`src/common/rcotp_pkg.sv`:
```
`default_nettype none
package rcotp_pkg;
  localparam int ADDR_W = 5;
  localparam int DATA_W = 24;
  localparam logic [4:0] ADDR_CAL_STROBE = 5'h04;
  localparam logic [4:0] ADDR_REF_PERIOD = 5'h05;
  localparam logic [4:0] ADDR_CORRECTION = 5'h06;
  localparam logic [4:0] ADDR_CAL_STATUS = 5'h08;
  localparam logic [4:0] ADDR_RAW_COUNT = 5'h09;
  localparam logic [4:0] ADDR_STORED = 5'h0A;
  localparam logic [4:0] ADDR_BURN_ENABLE = 5'h0B;
  localparam logic [4:0] ADDR_BURN_ADDR = 5'h0C;
  localparam logic [4:0] ADDR_BURN_STROBE = 5'h0D;
  localparam logic [4:0] ADDR_ST_ENABLE = 5'h0E;
  localparam logic [4:0] ADDR_ST_RESULT = 5'h0F;
  localparam int REF_PERIOD_W = 15;
  localparam int CORR_W = 9;
  localparam int FINE_W = 4;
  localparam int RAW_W = 24;
  localparam int SIG_W = 16;
  localparam int NVM_ADDR_W = 4;
  localparam int NVM_BITS = 16;
  localparam int STORED_USED_W = 15;
  localparam int STATUS_CAL_BUSY_BIT = 4;
  localparam int STATUS_BURN_BIT = 5;
  localparam int STORED_PRG_FLAG_BIT = 13;
  localparam int ST_RUN_BIT = 16;
  localparam logic [3:0] FINE_MAX = 4'hB;
  localparam logic [14:0] REF_PERIOD_RST = 15'h0000;
  localparam logic [8:0] CORR_RST = 9'h000;
  localparam logic [3:0] BURN_ADDR_RST = 4'h0;
  localparam logic [15:0] SIG_RST = 16'h0000;
  localparam logic [23:0] RAW_RST = 24'h000000;
  localparam int CORR_STEP_PS = 1024;
  localparam int CORR_SHIFT = $clog2(CORR_STEP_PS);
  localparam logic [25:0] FINE_BASE_PS = 26'h0186A0;
  localparam logic [25:0] FINE_STEP_PS = 26'h002710;
  localparam int CLOCK_PERIOD_NS = 10;
  localparam int BURN_TIME_NS = 10000;
  localparam int BURN_CYCLES = (BURN_TIME_NS + CLOCK_PERIOD_NS - 1) / CLOCK_PERIOD_NS;
  localparam logic [9:0] BURN_LAST = 10'(BURN_CYCLES - 1);
  localparam logic [11:0] CAL_TIMEOUT_LAST = 12'hFFF;
  localparam logic [11:0] SELF_TEST_LAST = 12'h0FF;
  localparam logic [15:0] CRC_POLY = 16'h1021;
  localparam logic [15:0] CRC_INIT = 16'hFFFF;

  function automatic logic [25:0] adjust(input logic [23:0] raw, input logic [8:0] corr);
    logic [25:0] sx;
    sx = {{17{corr[8]}}, corr};
    return {2'b00, raw} + (sx << CORR_SHIFT);
  endfunction

  function automatic logic [3:0] fine_decode(input logic [25:0] adj);
    logic [3:0] code;
    logic [25:0] thr;
    code = 4'h0;
    thr = FINE_BASE_PS;
    for (int k = 1; k <= 11; k++) begin
      thr = thr + FINE_STEP_PS;
      if (!adj[25] && adj >= thr) begin
        code = 4'(k);
      end
    end
    return code;
  endfunction

  function automatic logic [15:0] crc_step(input logic [15:0] crc, input logic [15:0] data);
    logic [15:0] c;
    logic fb;
    c = crc;
    for (int i = 15; i >= 0; i--) begin
      fb = c[15] ^ data[i];
      c = {c[14:0], 1'b0} ^ (fb ? CRC_POLY : 16'h0000);
    end
    return c;
  endfunction
endpackage
`default_nettype wire

```
`src/common/rcotp_eng_if.sv`:
```
`default_nettype none
interface rcotp_eng_if;
  logic start;
  logic self_test;
  logic [14:0] ref_period;
  logic [8:0] correction;
  logic cal_busy;
  logic st_running;
  logic [23:0] raw_count;
  logic [3:0] fine_code;
  logic [15:0] signature;
  modport ctrl (output start, self_test, ref_period, correction,
    input cal_busy, st_running, raw_count, fine_code, signature);
  modport engine (input start, self_test, ref_period, correction,
    output cal_busy, st_running, raw_count, fine_code, signature);
endinterface
`default_nettype wire

```
`src/hdl/rcotp_engine.sv`:
```
`default_nettype none
module rcotp_engine (
  input wire logic i_clock,
  input wire logic i_reset_n,
  input wire logic i_rc_threshold,
  rcotp_eng_if.engine bus
);
  typedef enum logic [1:0] {ENG_IDLE, ENG_MEASURE, ENG_SELF_TEST} rcotp_eng_state_t;
  typedef struct packed {
    rcotp_eng_state_t st;
    logic [11:0] cnt;
    logic [23:0] acc;
    logic [15:0] crc;
    logic [8:0] corr;
    logic s1;
    logic s2;
    logic s3;
    logic cal_busy;
    logic st_running;
    logic [23:0] raw;
    logic [3:0] fine;
    logic [15:0] sig;
  } rcotp_eng_t;
  rcotp_eng_t q;
  rcotp_eng_t n;

  always_comb begin
    n = q;
    n.s1 = i_rc_threshold;
    n.s2 = q.s1;
    n.s3 = q.s2;
    unique case (q.st)
      ENG_IDLE: begin
        if (bus.start) begin
          n.cnt = 12'h000;
          n.acc = 24'h000000;
          n.corr = bus.correction;
          n.cal_busy = 1'b1;
          if (bus.self_test) begin
            n.st = ENG_SELF_TEST;
            n.crc = rcotp_pkg::CRC_INIT;
            n.st_running = 1'b1;
          end else begin
            n.st = ENG_MEASURE;
          end
        end
      end
      ENG_MEASURE: begin
        n.acc = q.acc + {9'h000, bus.ref_period};
        n.cnt = q.cnt + 12'h001;
        if ((q.s2 && q.s3) || q.cnt == rcotp_pkg::CAL_TIMEOUT_LAST) begin
          n.st = ENG_IDLE;
          n.cal_busy = 1'b0;
          n.raw = q.acc;
          n.fine = rcotp_pkg::fine_decode(rcotp_pkg::adjust(q.acc, q.corr));
        end
      end
      ENG_SELF_TEST: begin
        n.acc = q.acc + {9'h000, bus.ref_period};
        n.crc = rcotp_pkg::crc_step(q.crc, q.acc[15:0] ^ q.acc[23:8]);
        n.cnt = q.cnt + 12'h001;
        if (q.cnt == rcotp_pkg::SELF_TEST_LAST) begin
          n.st = ENG_IDLE;
          n.cal_busy = 1'b0;
          n.st_running = 1'b0;
          n.sig = n.crc;
          n.raw = q.acc;
          n.fine = rcotp_pkg::fine_decode(rcotp_pkg::adjust(q.acc, q.corr));
        end
      end
    endcase
  end

  always_ff @(posedge i_clock or negedge i_reset_n) begin
    if (!i_reset_n) begin
      q <= '{st: ENG_IDLE, cnt: 12'h000, acc: rcotp_pkg::RAW_RST, crc: rcotp_pkg::CRC_INIT,
        corr: rcotp_pkg::CORR_RST, s1: 1'b0, s2: 1'b0, s3: 1'b0, cal_busy: 1'b0,
        st_running: 1'b0, raw: rcotp_pkg::RAW_RST, fine: 4'h0, sig: rcotp_pkg::SIG_RST};
    end else begin
      q <= n;
    end
  end

  assign bus.cal_busy = q.cal_busy;
  assign bus.st_running = q.st_running;
  assign bus.raw_count = q.raw;
  assign bus.fine_code = q.fine;
  assign bus.signature = q.sig;
endmodule
`default_nettype wire

```
`src/hdl/rcotp_regs.sv`:
```
`default_nettype none
module rcotp_regs (
  input wire logic i_clock,
  input wire logic i_reset_n,
  input wire logic [4:0] i_reg_addr,
  input wire logic [23:0] i_reg_wdata,
  input wire logic i_reg_write,
  input wire logic i_reg_read,
  input wire logic i_rc_threshold,
  input wire logic [15:0] i_nvm_bits,
  input wire logic i_ignore_stored_values,
  input wire logic i_force_fine,
  input wire logic [3:0] i_fine_override,
  output logic [23:0] o_reg_rdata,
  output logic [3:0] o_fine_code,
  output logic o_use_stored,
  output logic o_nvm_burn_pulse,
  output logic [3:0] o_nvm_burn_addr
);
  typedef struct packed {
    logic [14:0] ref_period;
    logic [8:0] correction;
    logic nvm_burn_enable;
    logic [3:0] burn_addr;
    logic self_test_select;
    logic nvm_burn_in_progress;
    logic [9:0] burn_cnt;
    logic burn_pulse;
    logic [3:0] burn_out_addr;
    logic [15:0] nvm_s1;
    logic [15:0] nvm_s2;
    logic [15:0] nvm_s3;
    logic [15:0] stored;
    logic cal_start;
    logic [23:0] rdata;
    logic [3:0] fine_out;
    logic use_stored;
  } rcotp_regs_t;

  logic [1:0] reset_pipe;
  logic reset_n_sync;
  rcotp_regs_t q;
  rcotp_regs_t n;
  rcotp_eng_if eng ();

  always_ff @(posedge i_clock or negedge i_reset_n) begin
    if (!i_reset_n) begin
      reset_pipe <= 2'b00;
    end else begin
      reset_pipe <= {reset_pipe[0], 1'b1};
    end
  end
  assign reset_n_sync = reset_pipe[1];

  function automatic logic [23:0] read_mux(input logic [4:0] addr, input rcotp_regs_t s,
      input logic busy, input logic running, input logic [3:0] fine,
      input logic [23:0] raw, input logic [15:0] sig);
    logic [23:0] r;
    r = 24'h000000;
    unique case (addr)
      rcotp_pkg::ADDR_REF_PERIOD: r = {9'h000, s.ref_period};
      rcotp_pkg::ADDR_CORRECTION: r = {15'h0000, s.correction};
      rcotp_pkg::ADDR_CAL_STATUS: r = {18'h00000, s.nvm_burn_in_progress, busy, fine};
      rcotp_pkg::ADDR_RAW_COUNT: r = raw;
      rcotp_pkg::ADDR_STORED: r = {9'h000, s.stored[rcotp_pkg::STORED_USED_W-1:0]};
      rcotp_pkg::ADDR_BURN_ENABLE: r = {23'h000000, s.nvm_burn_enable};
      rcotp_pkg::ADDR_BURN_ADDR: r = {20'h00000, s.burn_addr};
      rcotp_pkg::ADDR_ST_ENABLE: r = {23'h000000, s.self_test_select};
      rcotp_pkg::ADDR_ST_RESULT: r = {7'h00, running, sig};
      default: r = 24'h000000;
    endcase
    return r;
  endfunction

  always_comb begin
    n = q;
    n.cal_start = 1'b0;
    n.nvm_s1 = i_nvm_bits;
    n.nvm_s2 = q.nvm_s1;
    n.nvm_s3 = q.nvm_s2;
    n.stored = (q.nvm_s2 & q.nvm_s3) | (q.stored & (q.nvm_s2 ^ q.nvm_s3));
    if (q.nvm_burn_in_progress) begin
      n.burn_cnt = q.burn_cnt + 10'h001;
      if (q.burn_cnt == rcotp_pkg::BURN_LAST) begin
        n.nvm_burn_in_progress = 1'b0;
        n.burn_pulse = 1'b0;
      end
    end
    if (i_reg_write) begin
      unique case (i_reg_addr)
        rcotp_pkg::ADDR_CAL_STROBE: begin
          if (!eng.cal_busy && !q.cal_start) begin
            n.cal_start = 1'b1;
          end
        end
        rcotp_pkg::ADDR_REF_PERIOD: n.ref_period = i_reg_wdata[14:0];
        rcotp_pkg::ADDR_CORRECTION: n.correction = i_reg_wdata[8:0];
        rcotp_pkg::ADDR_BURN_ENABLE: n.nvm_burn_enable = i_reg_wdata[0];
        rcotp_pkg::ADDR_BURN_ADDR: n.burn_addr = i_reg_wdata[3:0];
        rcotp_pkg::ADDR_BURN_STROBE: begin
          if (q.nvm_burn_enable && !q.nvm_burn_in_progress) begin
            n.nvm_burn_in_progress = 1'b1;
            n.burn_pulse = 1'b1;
            n.burn_cnt = 10'h000;
            n.burn_out_addr = q.burn_addr;
          end
        end
        rcotp_pkg::ADDR_ST_ENABLE: n.self_test_select = i_reg_wdata[0];
        default: begin
        end
      endcase
    end
    if (i_reg_read) begin
      n.rdata = read_mux(i_reg_addr, q, eng.cal_busy, eng.st_running, eng.fine_code,
        eng.raw_count, eng.signature);
    end
    n.use_stored = !i_ignore_stored_values && q.stored[rcotp_pkg::STORED_PRG_FLAG_BIT];
    if (i_force_fine) begin
      n.fine_out = i_fine_override;
    end else if (n.use_stored) begin
      n.fine_out = q.stored[3:0];
    end else begin
      n.fine_out = eng.fine_code;
    end
  end

  always_ff @(posedge i_clock or negedge reset_n_sync) begin
    if (!reset_n_sync) begin
      q <= '{ref_period: rcotp_pkg::REF_PERIOD_RST, correction: rcotp_pkg::CORR_RST,
        nvm_burn_enable: 1'b0, burn_addr: rcotp_pkg::BURN_ADDR_RST, self_test_select: 1'b0,
        nvm_burn_in_progress: 1'b0, burn_cnt: 10'h000, burn_pulse: 1'b0,
        burn_out_addr: rcotp_pkg::BURN_ADDR_RST, nvm_s1: 16'h0000, nvm_s2: 16'h0000,
        nvm_s3: 16'h0000, stored: 16'h0000, cal_start: 1'b0, rdata: 24'h000000,
        fine_out: 4'h0, use_stored: 1'b0};
    end else begin
      q <= n;
    end
  end

  assign eng.start = q.cal_start;
  assign eng.self_test = q.self_test_select;
  assign eng.ref_period = q.ref_period;
  assign eng.correction = q.correction;

  rcotp_engine u_engine (
    .i_clock(i_clock),
    .i_reset_n(reset_n_sync),
    .i_rc_threshold(i_rc_threshold),
    .bus(eng)
  );

  assign o_reg_rdata = q.rdata;
  assign o_fine_code = q.fine_out;
  assign o_use_stored = q.use_stored;
  assign o_nvm_burn_pulse = q.burn_pulse;
  assign o_nvm_burn_addr = q.burn_out_addr;
endmodule
`default_nettype wire

```
`config.mk`:
```
export PLATFORM = sky130hd
export DESIGN_NAME = rcotp_regs
export DESIGN_NICKNAME = d
export VERILOG_FILES = /design/src/common/rcotp_pkg.sv /design/src/common/rcotp_eng_if.sv /design/src/hdl/rcotp_engine.sv /design/src/hdl/rcotp_regs.sv
export SDC_FILE = /design/constraint.sdc
export NUM_CORES = 1
export LEC_CHECK = 0
export ABC_AREA = 1
export BUFFER_PORTS_ARGS = -buffer_cell sky130_fd_sc_hd__buf_2
export CORE_AREA = 2 2 196 198
export DETAILED_ROUTE_END_ITERATION = 10
export DIE_AREA = 0 0 198 200
export PLACE_DENSITY_LB_ADDON = 0.15
export SLEW_MARGIN = 10
export SYNTH_ARGS = -nofsm -noshare
export SYNTH_HDL_FRONTEND = slang
export SYNTH_SLANG_ARGS = --single-unit
export TNS_END_PERCENT = 10
```
`constraint.sdc`:
```
create_clock -name i_clock -period 9.85 [get_ports i_clock]
set_input_delay 1.4775 -clock i_clock [delete_from_list [all_inputs] [get_ports i_clock]]
set_output_delay 1.4775 -clock i_clock [all_outputs]
set_load 0.01 [all_outputs]
```
* Yosys cells after proc, flatten, opt, wreduce, memory -nomap -nowiden
Index checks and enable logic that the tools add are counted.
Storage, ports and cells: flip-flop bits (word level) 254, output and inout bits 34
Operators by class: add/subtract/negate cells 4, $lt $le $gt $ge 11, equal/unequal tests 20, muxes and demuxes 54, bitwise gates (word level) 37, reduce and logical (&&, ||, !) cells 36
Operators by type and width (number):
- $xor A16 B16 Y16 | 18
- $pmux W24 S9 | 1
- $ge A26 B18 Y1 const B | 8
- $mux W13 | 16
- $pmux W38 S3 | 1
- $ge A26 B17 Y1 const B | 3
- $mux W16 | 4
- $mux W63 | 1
- $pmux W28 S2 | 1
- $mux W46 | 1
- $eq A5 B4 Y1 const B | 8
- $mux W4 | 9
- $and A16 B16 Y16 | 2
- $pmux W16 S2 | 1
- $mux W28 | 1
- $add A25 B19 Y26 | 1
- $add A24 B15 Y24 | 1
- $or A16 B16 Y16 | 1
- $xor A1 B1 Y1 | 16
- $eq A5 B3 Y1 const B | 3
- $logic_and A1 B1 Y1 | 15
- $reduce_and A2 Y1 | 7
- $add A12 B1 Y12 const B | 1
- $eq A12 B12 Y1 const B | 1
- other kinds (19) | 41

* Longest topological paths before layout
Gate-level depths: netlist (run 1).
word-level depth 51, depth in mapped cells 24, depth with buffers taken out 24

* Hierarchy
A second synthesis (run 1) with hierarchy kept.
Unflattened totals: cell total of the unflattened synthesis 1601, area total of the unflattened synthesis 13585.5 um2
By module, submodules not included:
- rcotp_engine | times used 1, cells each 990, area an instance 7644.8 um2, seq. area each 2822.7 um2
- rcotp_regs | times used 1, cells each 611, area an instance 5940.7 um2, seq. area each 3453.3 um2

* Worst setup path after synthesis (run 1)
OpenSTA, ideal clock, no wires.
path kind input -> register, start point input i_reg_addr[2], end point register q (netlist bit o_reg_rdata[15]), data arrival time 2730 ps, setup slack 7034 ps, stages on the path 6, buffers on the path 0, cells stage by stage nand2_1 -> nor3_1 -> nor4_1 -> a31oi_1 -> nand2_1 -> o211ai_1
On the way: cells in the longest elaborated chain, start to end 2
Ends and longest elaborated chain:
- from (decl) | line rcotp_regs.sv:5 | input wire logic [4:0] i_reg_addr,
- $eq A5 B4 Y1 or $eq A5 B3 Y1 (tied branches) | line rcotp_regs.sv:60 | unique case (addr)
- $pmux W24 S9 (*) | line rcotp_regs.sv:60
- to (signal assigned) | line rcotp_regs.sv:129 | q <= '{ref_period: rcotp_pkg::REF_PERIOD_RST, correction: rcotp_pkg::CORR_RST,
- to (signal assigned) | line rcotp_regs.sv:136 | q <= n;
- to (decl) | line rcotp_regs.sv:42 | rcotp_regs_t q;
Every way passes the cells marked *; elsewhere a longest branch is shown, timed or not. A chain may end at the register's enable or synchronous reset.

* Worst setup path after layout (run 1)
start point input i_reg_addr[3], end point register q (netlist bit o_reg_rdata[15])
Same word-level chain as after synthesis.

==> summary.txt, run 1 <==
Synthesis
  – Mapped Area: 0.0130 sq mm
  – Register area share after synthesis: 0.482
  – Synth Net Count: between 1500 and 2000
  – Top post-synthesis cells by area: dfrtp_1 45%, nand2_1 10%, inv_1 5.8%, ha_1 4.8%, o21ai_0 4.5%
  – Post-synth EDFFs: 0
  – YS warnings: 0
  – Share of the synthesized area in the top cell type: 0.450
  – Seq cells post-synth: 250
  – Netlist cell types: 49
  – Most common flop cell mapped by yosys: dfrtp_1
  – Synth area leader: dfrtp_1
  – Async S/R FF share, synth: 1.00
  – Mapped Cells: 1502
  – Post-Syn Area per Cell: 8.67 sq um

STA
  – Clock skew: roughly 0.015 ns
  – RSZ-0062 raised after global routing: false
  – Final WS setup: approximately 6.3 ns
  – Max Slew Vio Count: 0
  – Least-Margin Pin Slew: between 0.9 and 1 ns
  – Rel. slew slack: 0.334
  – Final hold viol count: 0
  – Final setup viols: 0
  – Max Fclk: roughly 0.28 GHz
  – TNS Setup: 0 ns
  – Tmin final: 3.51 ns
  – Fin crit share: 0.356

CTS
  – CTS Buffer Depth: 3
  – Number of buffers added for setup after CTS: 0
  – Post-cts resize count: 0
  – Sink Count: 250
  – CTS root buffer: clkbuf_16
  – CTS tree: done
  – CTS H-tree depth: 1
  – Worst-Skew Late Latency: around 0.58 ns
  – Clock-pin slew on the worst setup and hold paths: 0.05 ns
  – CTS Buf Count: 30
  – Hold buffers post-CTS: 0

Floorplan
  – Core area: about 0.037 sq mm
  – Die Ht: 200 microns
  – # rows: 71
  – Die W: around 200 microns
  – I/O Pins: 90
  – Die area: 0.0396 sq mm
  – Starting Density: 0.348

Placement
  – Place WS: around 5.7 ns
  – Placer Congestion: roughly 0.85
  – Hpwl dp: 26700 microns
  – # port buffers: 79

Power
  – Leakage: 0.00720 uW
  – Worst VDD drop: about 0.18 mV
  – Pwr Density: approximately 240 mW/mm^2

Global route
  – Antenna violations before repair: 0
  – First-pass GRT wire length: around 57000 microns
  – Grt met2 use: 0.308
  – Most used routing layer: met2
  – Gr usage total: 0.187
  – Vias in the first global route: around 10000
  – GRT met3 Usage: 0.0343
  – Met1 Usage GRT: 0.251
  – Global route total overflow: 0
  – Largest net degree at the start of global routing: 74

Critical path
  – Crit Path Category: in2reg
  – Critical Path Source: i_reg_addr[3]
  – Worst-case register-to-register setup slack: between 6 and 7 ns
  – Crit Reg-Reg Startpoint: u_engine.q[74]
  – Data arrival, critical path: approximately 4.0 ns
  – Crit-path max FO: 18
  – Worst Setup Start Kind: input port
  – CP Capture Type: flop
  – Reg2Reg Depth: 15
  – WP data required: just over 10 ns

Outcome
  – Status: finished, final reports clean

Hold path
  – Worst Hold Launch: n[76]
  – WHS Path Cells: 0
  – Hold Path Class: reg2reg

Drt
  – Via density: 4.80
  – Total number of vias: between 10000 and 15000
  – DRT Pass-1 Iters: 7
  – Final wirelength: roughly 36000 microns
  – # DRC: 0
  – DR iter-0 viols: just under 700
  – Remaining antenna violation count: 0
  – WL per Instance: 17.1 microns

Run
  – Max-cap violation count: 0

Final layout
  – Layout cells sized above 1: 0.125
  – Area grow syn2layout: 13.1%
  – ANT cells: 0
  – FILL cells: 3769
  – Nets@finish: around 1700
[cell usage after synthesis, types with 2 or more instances]
cell type,count
nor4_1,11
inv_1,201
dfrtp_1,234
clkbuf_1,25
nand3_1,39
o21ai_0,118
nand2_1,360
mux2_2,21
nor3b_1,2
nand2_4,2
inv_2,2
a221oi_1,15
fa_1,2
or2_4,2
buf_2,3
and2_1,3
xor2_1,26
xor2_2,12
nand3b_1,2
nand4_1,11
dfstp_2,16
xnor2_2,4
o2111ai_1,5
a21o_1,19
xnor2_1,28
nor3_1,25
o21a_1,2
a22o_1,2
o22ai_1,24
xor2_4,2
o31ai_1,5
o211ai_1,4
buf_4,32
nor2_1,100
a31oi_1,11
ha_1,50
a21oi_1,70
[where the power goes]
group | leakage (uW) | internal [uW] | switching, uW
Clock | 0.000457 | 615 | 443
Combinational | 0.00358 | 419 | 755
Sequential | 0.00317 | 1160 | 107
[metrics by stage]
stage	util	hold WS (ns)	instance area, sq um	total power, uW	cells
global route	0.394	0.349	14700	3710	2094
finish	0.394	0.345	14700	3500	2094
global placement	0.369	0.334	13800	2460	2040
CTS	0.394	0.348	14700	3550	2094
floorplan	-	0.331	13000	2110	1502
detailed placement	0.369	0.335	13800	2470	2040
[cell families (layout without fill, tap and decap cells)]
group | Yosys count | after routing | share of synthesized area
AOI/OAI and AO/OA | 280 | 280 | 0.124
and+or+nand+nor | 559 | 559 | 0.176
DFF | 250 | 250 | 0.482
muxes | 22 | 22 | 0.0190
other | 1 | 1 | 0.000288
adders and majority gates | 52 | 52 | 0.0511
buffers and inverters | 266 | 347 | 0.0869
xor gates and xnor gates | 72 | 72 | 0.0605
[flip-flops by register name, indices dropped and copies added, names as in the netlist]
register	cells
u_engine.q	64
q	46
n	30
o_reg_rdata	24
u_engine.bus.raw_count	24
u_engine.bus.signature	16
eng.ref_period	15
eng.correction	9
o_fine_code	4
o_nvm_burn_addr	4
u_engine.bus.fine_code	4
reset_pipe	2
u_engine.n	2
eng.self_test	1
eng.start	1
o_nvm_burn_pulse	1
o_use_stored	1
u_engine.bus.cal_busy	1
u_engine.bus.st_running	1
[routing by layer]
metal  up-vias  part of all wire  wire length, microns
li1       4969                 -                     -
met1      4817              0.47                 16800
met2       204              0.46                 16400
met3        49             0.046                  1650
met4         2             0.025                   889
met5         -            0.0019                    68
[path summary, 6_finish.rpt]
kind                                        endpoint
max in group asynchronous  u_engine.bus.signature[0]
min reg2reg                                    n[60]
min                                            n[60]
max                                  o_reg_rdata[15]
min in group asynchronous            u_engine.q[107]
max reg2reg                           u_engine.q[96]
[layout make-up]
class / count / area, sq um / share of cell area
Inverter: 204 / 766 / 0.0520
Timing Repair Buffer: 89 / 470 / 0.0319
Sequential cell: 250 / 6280 / 0.426
Tap cell: 511 / 639 / 0.0434
Clock buffer: 49 / 892 / 0.0606
Multi-Input combinational cell: 986 / 5630 / 0.382
Clock inverter: 5 / 52.6 / 0.00357
[worst max-delay path, stage by stage]
cell and delay [ns]:
buf_2 0.11, nand2_1 0.15, nor3_4 0.82, nor4_1 0.12, a31oi_1 0.53, nand2_1 0.44
o211ai_1 0.31
[layout by cell type (no fill, tap or decap), types with 3 or more instances in the layout]
cell,netlist,layout
xnor2_1,28,28
buf_2,3,79
a31oi_1,11,11
ha_1,50,50
dfstp_2,16,16
xor2_2,12,12
nor3_1,25,24
o22ai_1,24,24
nand3_1,39,39
dfrtp_1,234,233
nand2_1,360,360
o31ai_1,5,5
clkbuf_16,0,30
buf_4,32,10
o2111ai_1,5,5
clkbuf_1,25,12
nor4_1,11,11
mux2_2,21,21
clkinv_2,0,3
clkbuf_8,0,7
o211ai_1,4,4
nor2_1,100,99
inv_1,201,201
a221oi_1,15,15
xor2_1,26,26
xnor2_2,4,4
and2_1,3,3
nand4_1,11,11
o21ai_0,118,118
a21oi_1,70,70
a21o_1,19,19
(Power assumes the default switching activity.)
==> run 2: changes to the inputs <==
clock period = 3.05 ns   (was 9.85 ns; I/O delays follow)
==> run 2 against run 1 <==
Sequential share of layout area shrank 2.1 points. Global-route usage rose by 0.34 points. Wire length rose by 1.6%. Combinational power grew to 3.3 times the previous value. Non-clock buffer count is 57 higher. Critical endpoint is now u_engine.q[96].
==> summary.txt, run 2 (synthesized netlist as in run 1, its figures left out) <==
Placement
  – Place WS: 0.131 ns (was 5.74 ns)
  – Hpwl dp: 27400 microns (was 26700 microns)
  – Placer Congestion: 0.850 (was 0.847)
  – # port buffers: 79 (unchanged)
  – Cell Area, Placed: 0.0141 sq mm (was 0.0138 sq mm)

Critical path
  – CP max stage delay: 0.43 ns (was 0.82 ns)
  – CP Capture Type: flop (unchanged)
  – Stages on worst setup path: 16 (was 7)
  – Worst path top cell family by delay: adder cells (was simple AND/OR/NAND/NOR gates)
  – Cells along the critical path: ha_1 > inv_1 > fa_1 > inv_1 > nand3_1 > nand2_1 > nand2_1 > o21ai_1 > a21oi_1 > inv_1 > a21oi_1 > o21ai_0 > buf_4 > nand4_1 > xor2_1 > nor2_1 (was buf_2 > nand2_1 > nor3_4 > nor4_1 > a31oi_1 > nand2_1 > o211ai_1)
  – WP data required: 3.47 ns (was 10.32 ns)
  – CP most frequent cell: inv_1 (was nand2_1)
  – Worst Setup Start Kind: flop (was input port)
  – Reg2Reg Depth: 16 (was 15)
  – Crit-path max FO: 6 (was 18)
  – Crit Path Category: reg2reg (was in2reg)
  – Buffer and inverter count on the worst path: 4 (was 1)
  – Data arrival, critical path: 3.19 ns (was 3.98 ns)
  – Critical path's slowest cell: fa_1 (was nor3_4)

CTS
  – Worst-Skew Late Latency: 0.58 ns (about the same)
  – CTS Buffer Depth: 3 (unchanged)
  – CTS H-tree depth: 1 (unchanged)
  – CTS tree: done (unchanged)
  – CTS Buf Count: 30 (unchanged)
  – Sink Count: 250 (unchanged)
  – Clock-pin slew on the worst setup and hold paths: 0.06 ns (was 0.05 ns)
  – CTS root buffer: clkbuf_16 (unchanged)

Final layout
  – Area grow syn2layout: 18.9% (was 13.1%)
  – Largest reg by FF count: u_engine.q (unchanged)
  – Most frequent cells in the layout: 360 x nand2_1, 232 x dfrtp_1, 201 x inv_1, 115 x o21ai_0, 99 x nor2_1 (was 360 x nand2_1, 233 x dfrtp_1, 201 x inv_1, 118 x o21ai_0, 99 x nor2_1)
  – ANT cells: 0 (unchanged)
  – Area of the multi-input gates: 0.00565 sq mm (was 0.00563 sq mm)
  – FILL cells: 3786 (was 3769)
  – Most common cell after layout, fill and taps aside: nand2_1 (unchanged)
  – Fin util: 0.414 (was 0.394)
  – Layout cells sized above 1: 0.157 (was 0.125)
  – Max FFs per register: 64 (unchanged)
  – Register Area: 0.00628 sq mm (about the same)
  – Nets@finish: 1726 (was 1669)
  – Post-route cell area: 0.0155 sq mm (was 0.0147 sq mm)

STA
  – Final WS setup: 0.281 ns (was 6.34 ns)
  – RSZ-0062 raised after global routing: false (unchanged)
  – Least-Margin Pin Slew: 1.05 ns (was 0.995 ns)
  – TNS Setup: 0 ns (unchanged)
  – Final hold viol count: 0 (unchanged)
  – Rel. slew slack: 0.300 (was 0.334)
  – Clock skew: 0.0242 ns (was 0.0154 ns)
  – Max Fclk: 0.361 GHz
  – Final setup viols: 0 (unchanged)
  – Fin crit share: 0.908
  – Tmin final: ~2.8 ns
  – Max Slew Vio Count: 0 (unchanged)

Power
  – Worst VDD drop: 0.564 mV (was 0.175 mV)
  – Pwr Density: 774 mW/mm^2 (was 238 mW/mm^2)
  – Leakage: 0.00760 uW (was 0.00720 uW)

Drt
  – DR iter-0 viols: 545 (was 675)
  – Remaining antenna violation count: 0 (unchanged)
  – Final wirelength: 36400 microns (was 35800 microns)
  – # DRC: 0 (unchanged)
  – DRT Pass-1 Iters: 6 (was 7)
  – WL per Instance: 16.9 microns (was 17.1 microns)
  – Total number of vias: 10400 (was 10000)
  – Via density: 4.82 (was 4.80)

Global route
  – Largest net degree at the start of global routing: 62 (was 74)
  – Global route total overflow: 0 (unchanged)
  – Antenna violations before repair: 0 (unchanged)
  – Vias in the first global route: 10400 (was 9962)
  – First-pass GRT wire length: 57900 microns (was 56700 microns)
  – Gr usage total: 0.190 (was 0.187)

Floorplan
  – Die W: 198 microns (unchanged)
  – Core area: 0.0374 sq mm (unchanged)
  – # rows: 71 (unchanged)
  – Die Ht: 200 microns (unchanged)
  – Starting Density: 0.348 (unchanged)
  – I/O Pins: 90 (unchanged)
  – Die area: 0.0396 sq mm (unchanged)

Hold path
  – WHS Path Cells: 2 (was 0)
  – Hold Path Class: in2reg (was reg2reg)

Outcome
  – Status: finished, final reports clean (unchanged)

Run
  – Max-cap violation count: 0 (unchanged)
==> run 2: cell types whose count changed in the layout (fill, tap and decap cells not counted), moves of 3 or more <==
cell           change
buf_4             +35
dlygate4sd3_1     +17
bufinv_16          +8
clkbuf_1           -8
ha_1               -6
ha_2               +6
buf_12             +5
clkinv_2           +5
clkbuf_8           -3
o21ai_0            -3
o21ai_1            +3
==> run 2: report_power, final <==
part / leakage (uW) / internal [uW] / total (uW) / switching (uW)
Combinational: 0.00387 / 1480 / 3820 / 2340
Sequential: 0.00317 / 3760 / 4080 / 318
Clock: 0.000564 / 2620 / 4080 / 1460
==> run 2: stage by stage <==
step | hold WS, ns | total power, uW | instances
floorplan | 0.162 | 6800 | 1502
global placement | 0.245 | 7960 | 2079
finish | 0.112 | 12000 | 2153
CTS | 0.0823 | 12200 | 2152
global route | 0.111 | 12700 | 2153
detailed placement | 0.246 | 7980 | 2079
==> run 2: routing by layer <==
layer,part of all wire,global-route usage
met5,0,0
met4,0.017,0.0384
met3,0.049,0.0314
met2,0.47,0.321
met1,0.47,0.259
==> run 2: what timing repair did <==
| item | 4_1_cts | 5_1_grt |
|---|---|---|
| resized for setup | 0 | 14 |
| hold buffers | 17 | 0 |
| setup endpoints to repair | 0 | 7 |
| setup buffers | 0 | 1 |
| endpoints found under the hold margin | 18 | 0 |
==> run 2: layout make-up <==
class / instances / area share
timing repair buffer: 146 / 0.0648
sequential: 250 / 0.406
multi-input combinational: 986 / 0.365
tap: 511 / 0.0413
clock buffer: 39 / 0.0546
inverter: 204 / 0.0495
clock inverter: 17 / 0.0187
==> run 2: final timing paths <==
path / from / endpoint / slack (ns)
max in group asynchronous: reset_pipe[1] / u_engine.bus.signature[1] / 1.77
setup reg to reg: u_engine.q[74] / u_engine.q[96] / 0.28
hold / removal: i_ignore_stored_values / o_use_stored / 0.11
setup / recovery: u_engine.q[74] / u_engine.q[96] / 0.28
hold reg to reg: n[69] / n[53] / 0.33
min in group asynchronous: i_reset_n / reset_pipe[1] / 0.23
==> run 3: changes to the inputs <==
PLACE_DENSITY = 0.64   (was unset)
PLACE_DENSITY_LB_ADDON = unset   (was 0.15)
==> run 3 against run 2 <==
Global-route usage fell by 1.5 points. Largest power group unchanged. Largest cell class unchanged. Total power down 7.4%. Combinational power rose by 2%. Critical path type unchanged. Sequential power about the same. Sequential share of layout area rose by 1.4 points. Non-clock buffer count decreased by 20. Sequential cell count stayed put. Worst hold slack worse by 0.087 ns.
==> summary.txt, run 3 (synthesized netlist as in run 1, its figures left out) <==
Placement
  – # port buffers: 79 (unchanged)
  – Place WS: 0.0720 ns (was 0.131 ns)
  – Hpwl dp: 25800 microns (was 27400 microns)
  – Placer Congestion: 0.933 (was 0.850)

Floorplan
  – Core area: 0.0374 sq mm (unchanged)
  – Starting Density: 0.348 (unchanged)
  – Die Ht: 200 microns (unchanged)
  – Die area: 0.0396 sq mm (unchanged)
  – I/O Pins: 90 (unchanged)
  – # rows: 71 (unchanged)
  – Die W: 198 microns (unchanged)

STA
  – Tmin final: 2.80 ns (was 2.77 ns)
  – Worst hold slack: 0.0248 ns (was 0.112 ns)
  – Rel. slew slack: 0.443 (was 0.300)
  – Clock skew: 0.0185 ns (was 0.0242 ns)
  – Final setup viols: 0 (unchanged)
  – Least-Margin Pin Slew: 0.835 ns (was 1.05 ns)
  – Max Fclk: 0.357 GHz (was 0.361 GHz)
  – Max Slew Vio Count: 0 (unchanged)
  – Final WS setup: 0.247 ns (was 0.281 ns)
  – RSZ-0062 raised after global routing: true (was false)
  – Final hold viol count: 0 (unchanged)
  – Fin crit share: 0.919 (was 0.908)

Final layout
  – Most frequent cells in the layout: 360 x nand2_1, 232 x dfrtp_1, 201 x inv_1, 113 x o21ai_0, 99 x nor2_1 (was 360 x nand2_1, 232 x dfrtp_1, 201 x inv_1, 115 x o21ai_0, 99 x nor2_1)
  – Most common cell after layout, fill and taps aside: nand2_1 (unchanged)
  – Max FFs per register: 64 (unchanged)
  – FILL cells: 3685 (was 3786)
  – Area grow syn2layout: 14.9% (was 18.9%)
  – ANT cells: 0 (unchanged)
  – Largest reg by FF count: u_engine.q (unchanged)
  – Nets@finish: 1703 (was 1726)
  – Layout cells sized above 1: 0.148 (was 0.157)

Power
  – Leakage: 0.00735 uW (was 0.00760 uW)
  – Worst VDD drop: 0.509 mV (was 0.564 mV)
  – Pwr Density: 742 mW/mm^2 (was 774 mW/mm^2)

Drt
  – DR iter-0 viols: 785 (was 545)
  – DRT Pass-1 Iters: 5 (was 6)
  – Remaining antenna violation count: 0 (unchanged)
  – WL per Instance: 16.1 microns (was 16.9 microns)
  – # DRC: 0 (unchanged)
  – Via density: 4.90 (was 4.82)
  – Total number of vias: 10400 (about the same)
  – Final wirelength: 34200 microns (was 36400 microns)

Critical path
  – Crit-path max FO: 4 (was 6)
  – WP data required: 3.50 ns (was 3.47 ns)
  – CP max stage delay: 0.44 ns (was 0.43 ns)
  – CP Capture Type: flop (unchanged)
  – Critical Path Source: eng.ref_period[2] (was u_engine.q[74])
  – Critical path's slowest cell: dfrtp_1 (was fa_1)
  – Cells along the critical path: ha_1 > nand3_1 > nand2_1 > nand2_1 > inv_1 > nand2_1 > nand2_1 > a21oi_1 > inv_1 > a21oi_1 > o21ai_1 > inv_1 > nor3_1 > nand2_1 > inv_1 > o21ai_0 > a21oi_1 (was ha_1 > inv_1 > fa_1 > inv_1 > nand3_1 > nand2_1 > nand2_1 > o21ai_1 > a21oi_1 > inv_1 > a21oi_1 > o21ai_0 > buf_4 > nand4_1 > xor2_1 > nor2_1)
  – Crit Reg-Reg Startpoint: eng.ref_period[2] (was u_engine.q[74])
  – CP most frequent cell: nand2_1 (was inv_1)
  – Crit Path Category: reg2reg (unchanged)
  – Data arrival, critical path: 3.25 ns (was 3.19 ns)
  – Worst Setup Start Kind: flop (unchanged)

Global route
  – Largest net degree at the start of global routing: 78 (was 62)
  – Global route total overflow: 0 (unchanged)
  – Gr usage total: 0.176 (was 0.190)
  – Vias in the first global route: 10100 (was 10400)
  – First-pass GRT wire length: 54200 microns (was 57900 microns)
  – Antenna violations before repair: 1 (was 0)

Hold path
  – Hold Path Class: in2reg (unchanged)
  – Worst Hold Launch: i_nvm_bits[8] (was i_ignore_stored_values)

CTS
  – Sink Count: 250 (unchanged)
  – CTS Buf Count: 27 (was 30)
  – Clock-pin slew on the worst setup and hold paths: 0.07 ns (was 0.06 ns)
  – CTS tree: done (unchanged)
  – CTS Buffer Depth: 3 (unchanged)
  – CTS root buffer: clkbuf_16 (unchanged)
  – CTS H-tree depth: 1 (unchanged)
  – Worst-Skew Late Latency: 0.53 ns (was 0.58 ns)

Outcome
  – Status: finished, final reports clean (unchanged)

Run
  – Max-cap violation count: 0 (unchanged)
==> run 3: critical path: cells and delay by family (launching register included) <==
| kind | cells | cell delay (ns) |
|---|---|---|
| simple gates | 7 | 0.79 |
| compound gates | 5 | 0.76 |
| flops | 1 | 0.44 |
| buf+inv | 4 | 0.37 |
| fa+ha+maj | 1 | 0.37 |
==> run 3: stage by stage <==
stage / power [uW] / setup TNS [ns] / util / cells / instance area (sq um)
after floorplan: 6800 / 0 / - / 1502 / 13000
after global placement: 7920 / 0 / 0.377 / 2076 / 14100
after detailed placement: 7970 / 0 / 0.377 / 2076 / 14100
after CTS: 11100 / 0 / 0.399 / 2125 / 14900
after global routing: 11700 / -0.0664 / 0.400 / 2125 / 15000
final: 11100 / 0 / 0.400 / 2125 / 15000
==> run 3: layout make-up <==
| cell class | count | area (sq um) | area share |
|---|---|---|---|
| clock buffers | 36 | 729 | 0.0488 |
| flip-flops and latches | 250 | 6280 | 0.420 |
| repair buffers | 126 | 788 | 0.0527 |
| well taps | 511 | 639 | 0.0427 |
| inverters | 204 | 766 | 0.0512 |
| multi-input cells | 986 | 5640 | 0.377 |
| clock inverters | 12 | 114 | 0.00761 |
==> run 3: power by group <==
group / leakage, uW / switching (uW) / internal [uW] / total, uW
Sequential: 0.00317 / 314 / 3760 / 4080
Clock: 0.000405 / 1350 / 1780 / 3130
Combinational: 0.00377 / 2460 / 1430 / 3890
==> run 3: timing repair <==
action	in CTS	in global routing
hold endpoints to repair	2	0
setup endpoints to repair	0	11
setup buffers	0	0
gates resized for setup	0	12
hold buffers	1	0
==> run 3: metal layers <==
layer | global-route usage | share of wire | up-vias | wire length [microns]
li1 | - | - | 5038 | -
met4 | 0.0682 | 0.039 | 2 | 1340
met5 | 0 | 0.00044 | - | 15
met2 | 0.280 | 0.45 | 309 | 15300
met1 | 0.242 | 0.46 | 4979 | 15600
met3 | 0.0277 | 0.058 | 77 | 1980
==> run 3: path summary, 6_finish.rpt <==
kind / endpoint / slack (ns) / cells after the start
min: n[70] / 0.02 / 1
min in group asynchronous: reset_pipe[1] / 0.24 / 2
max reg2reg: u_engine.q[95] / 0.25 / 17
min reg2reg: u_engine.q[82] / 0.26 / 0
max in group asynchronous: u_engine.q[57] / 2.01 / 1
max: u_engine.q[95] / 0.25 / 17
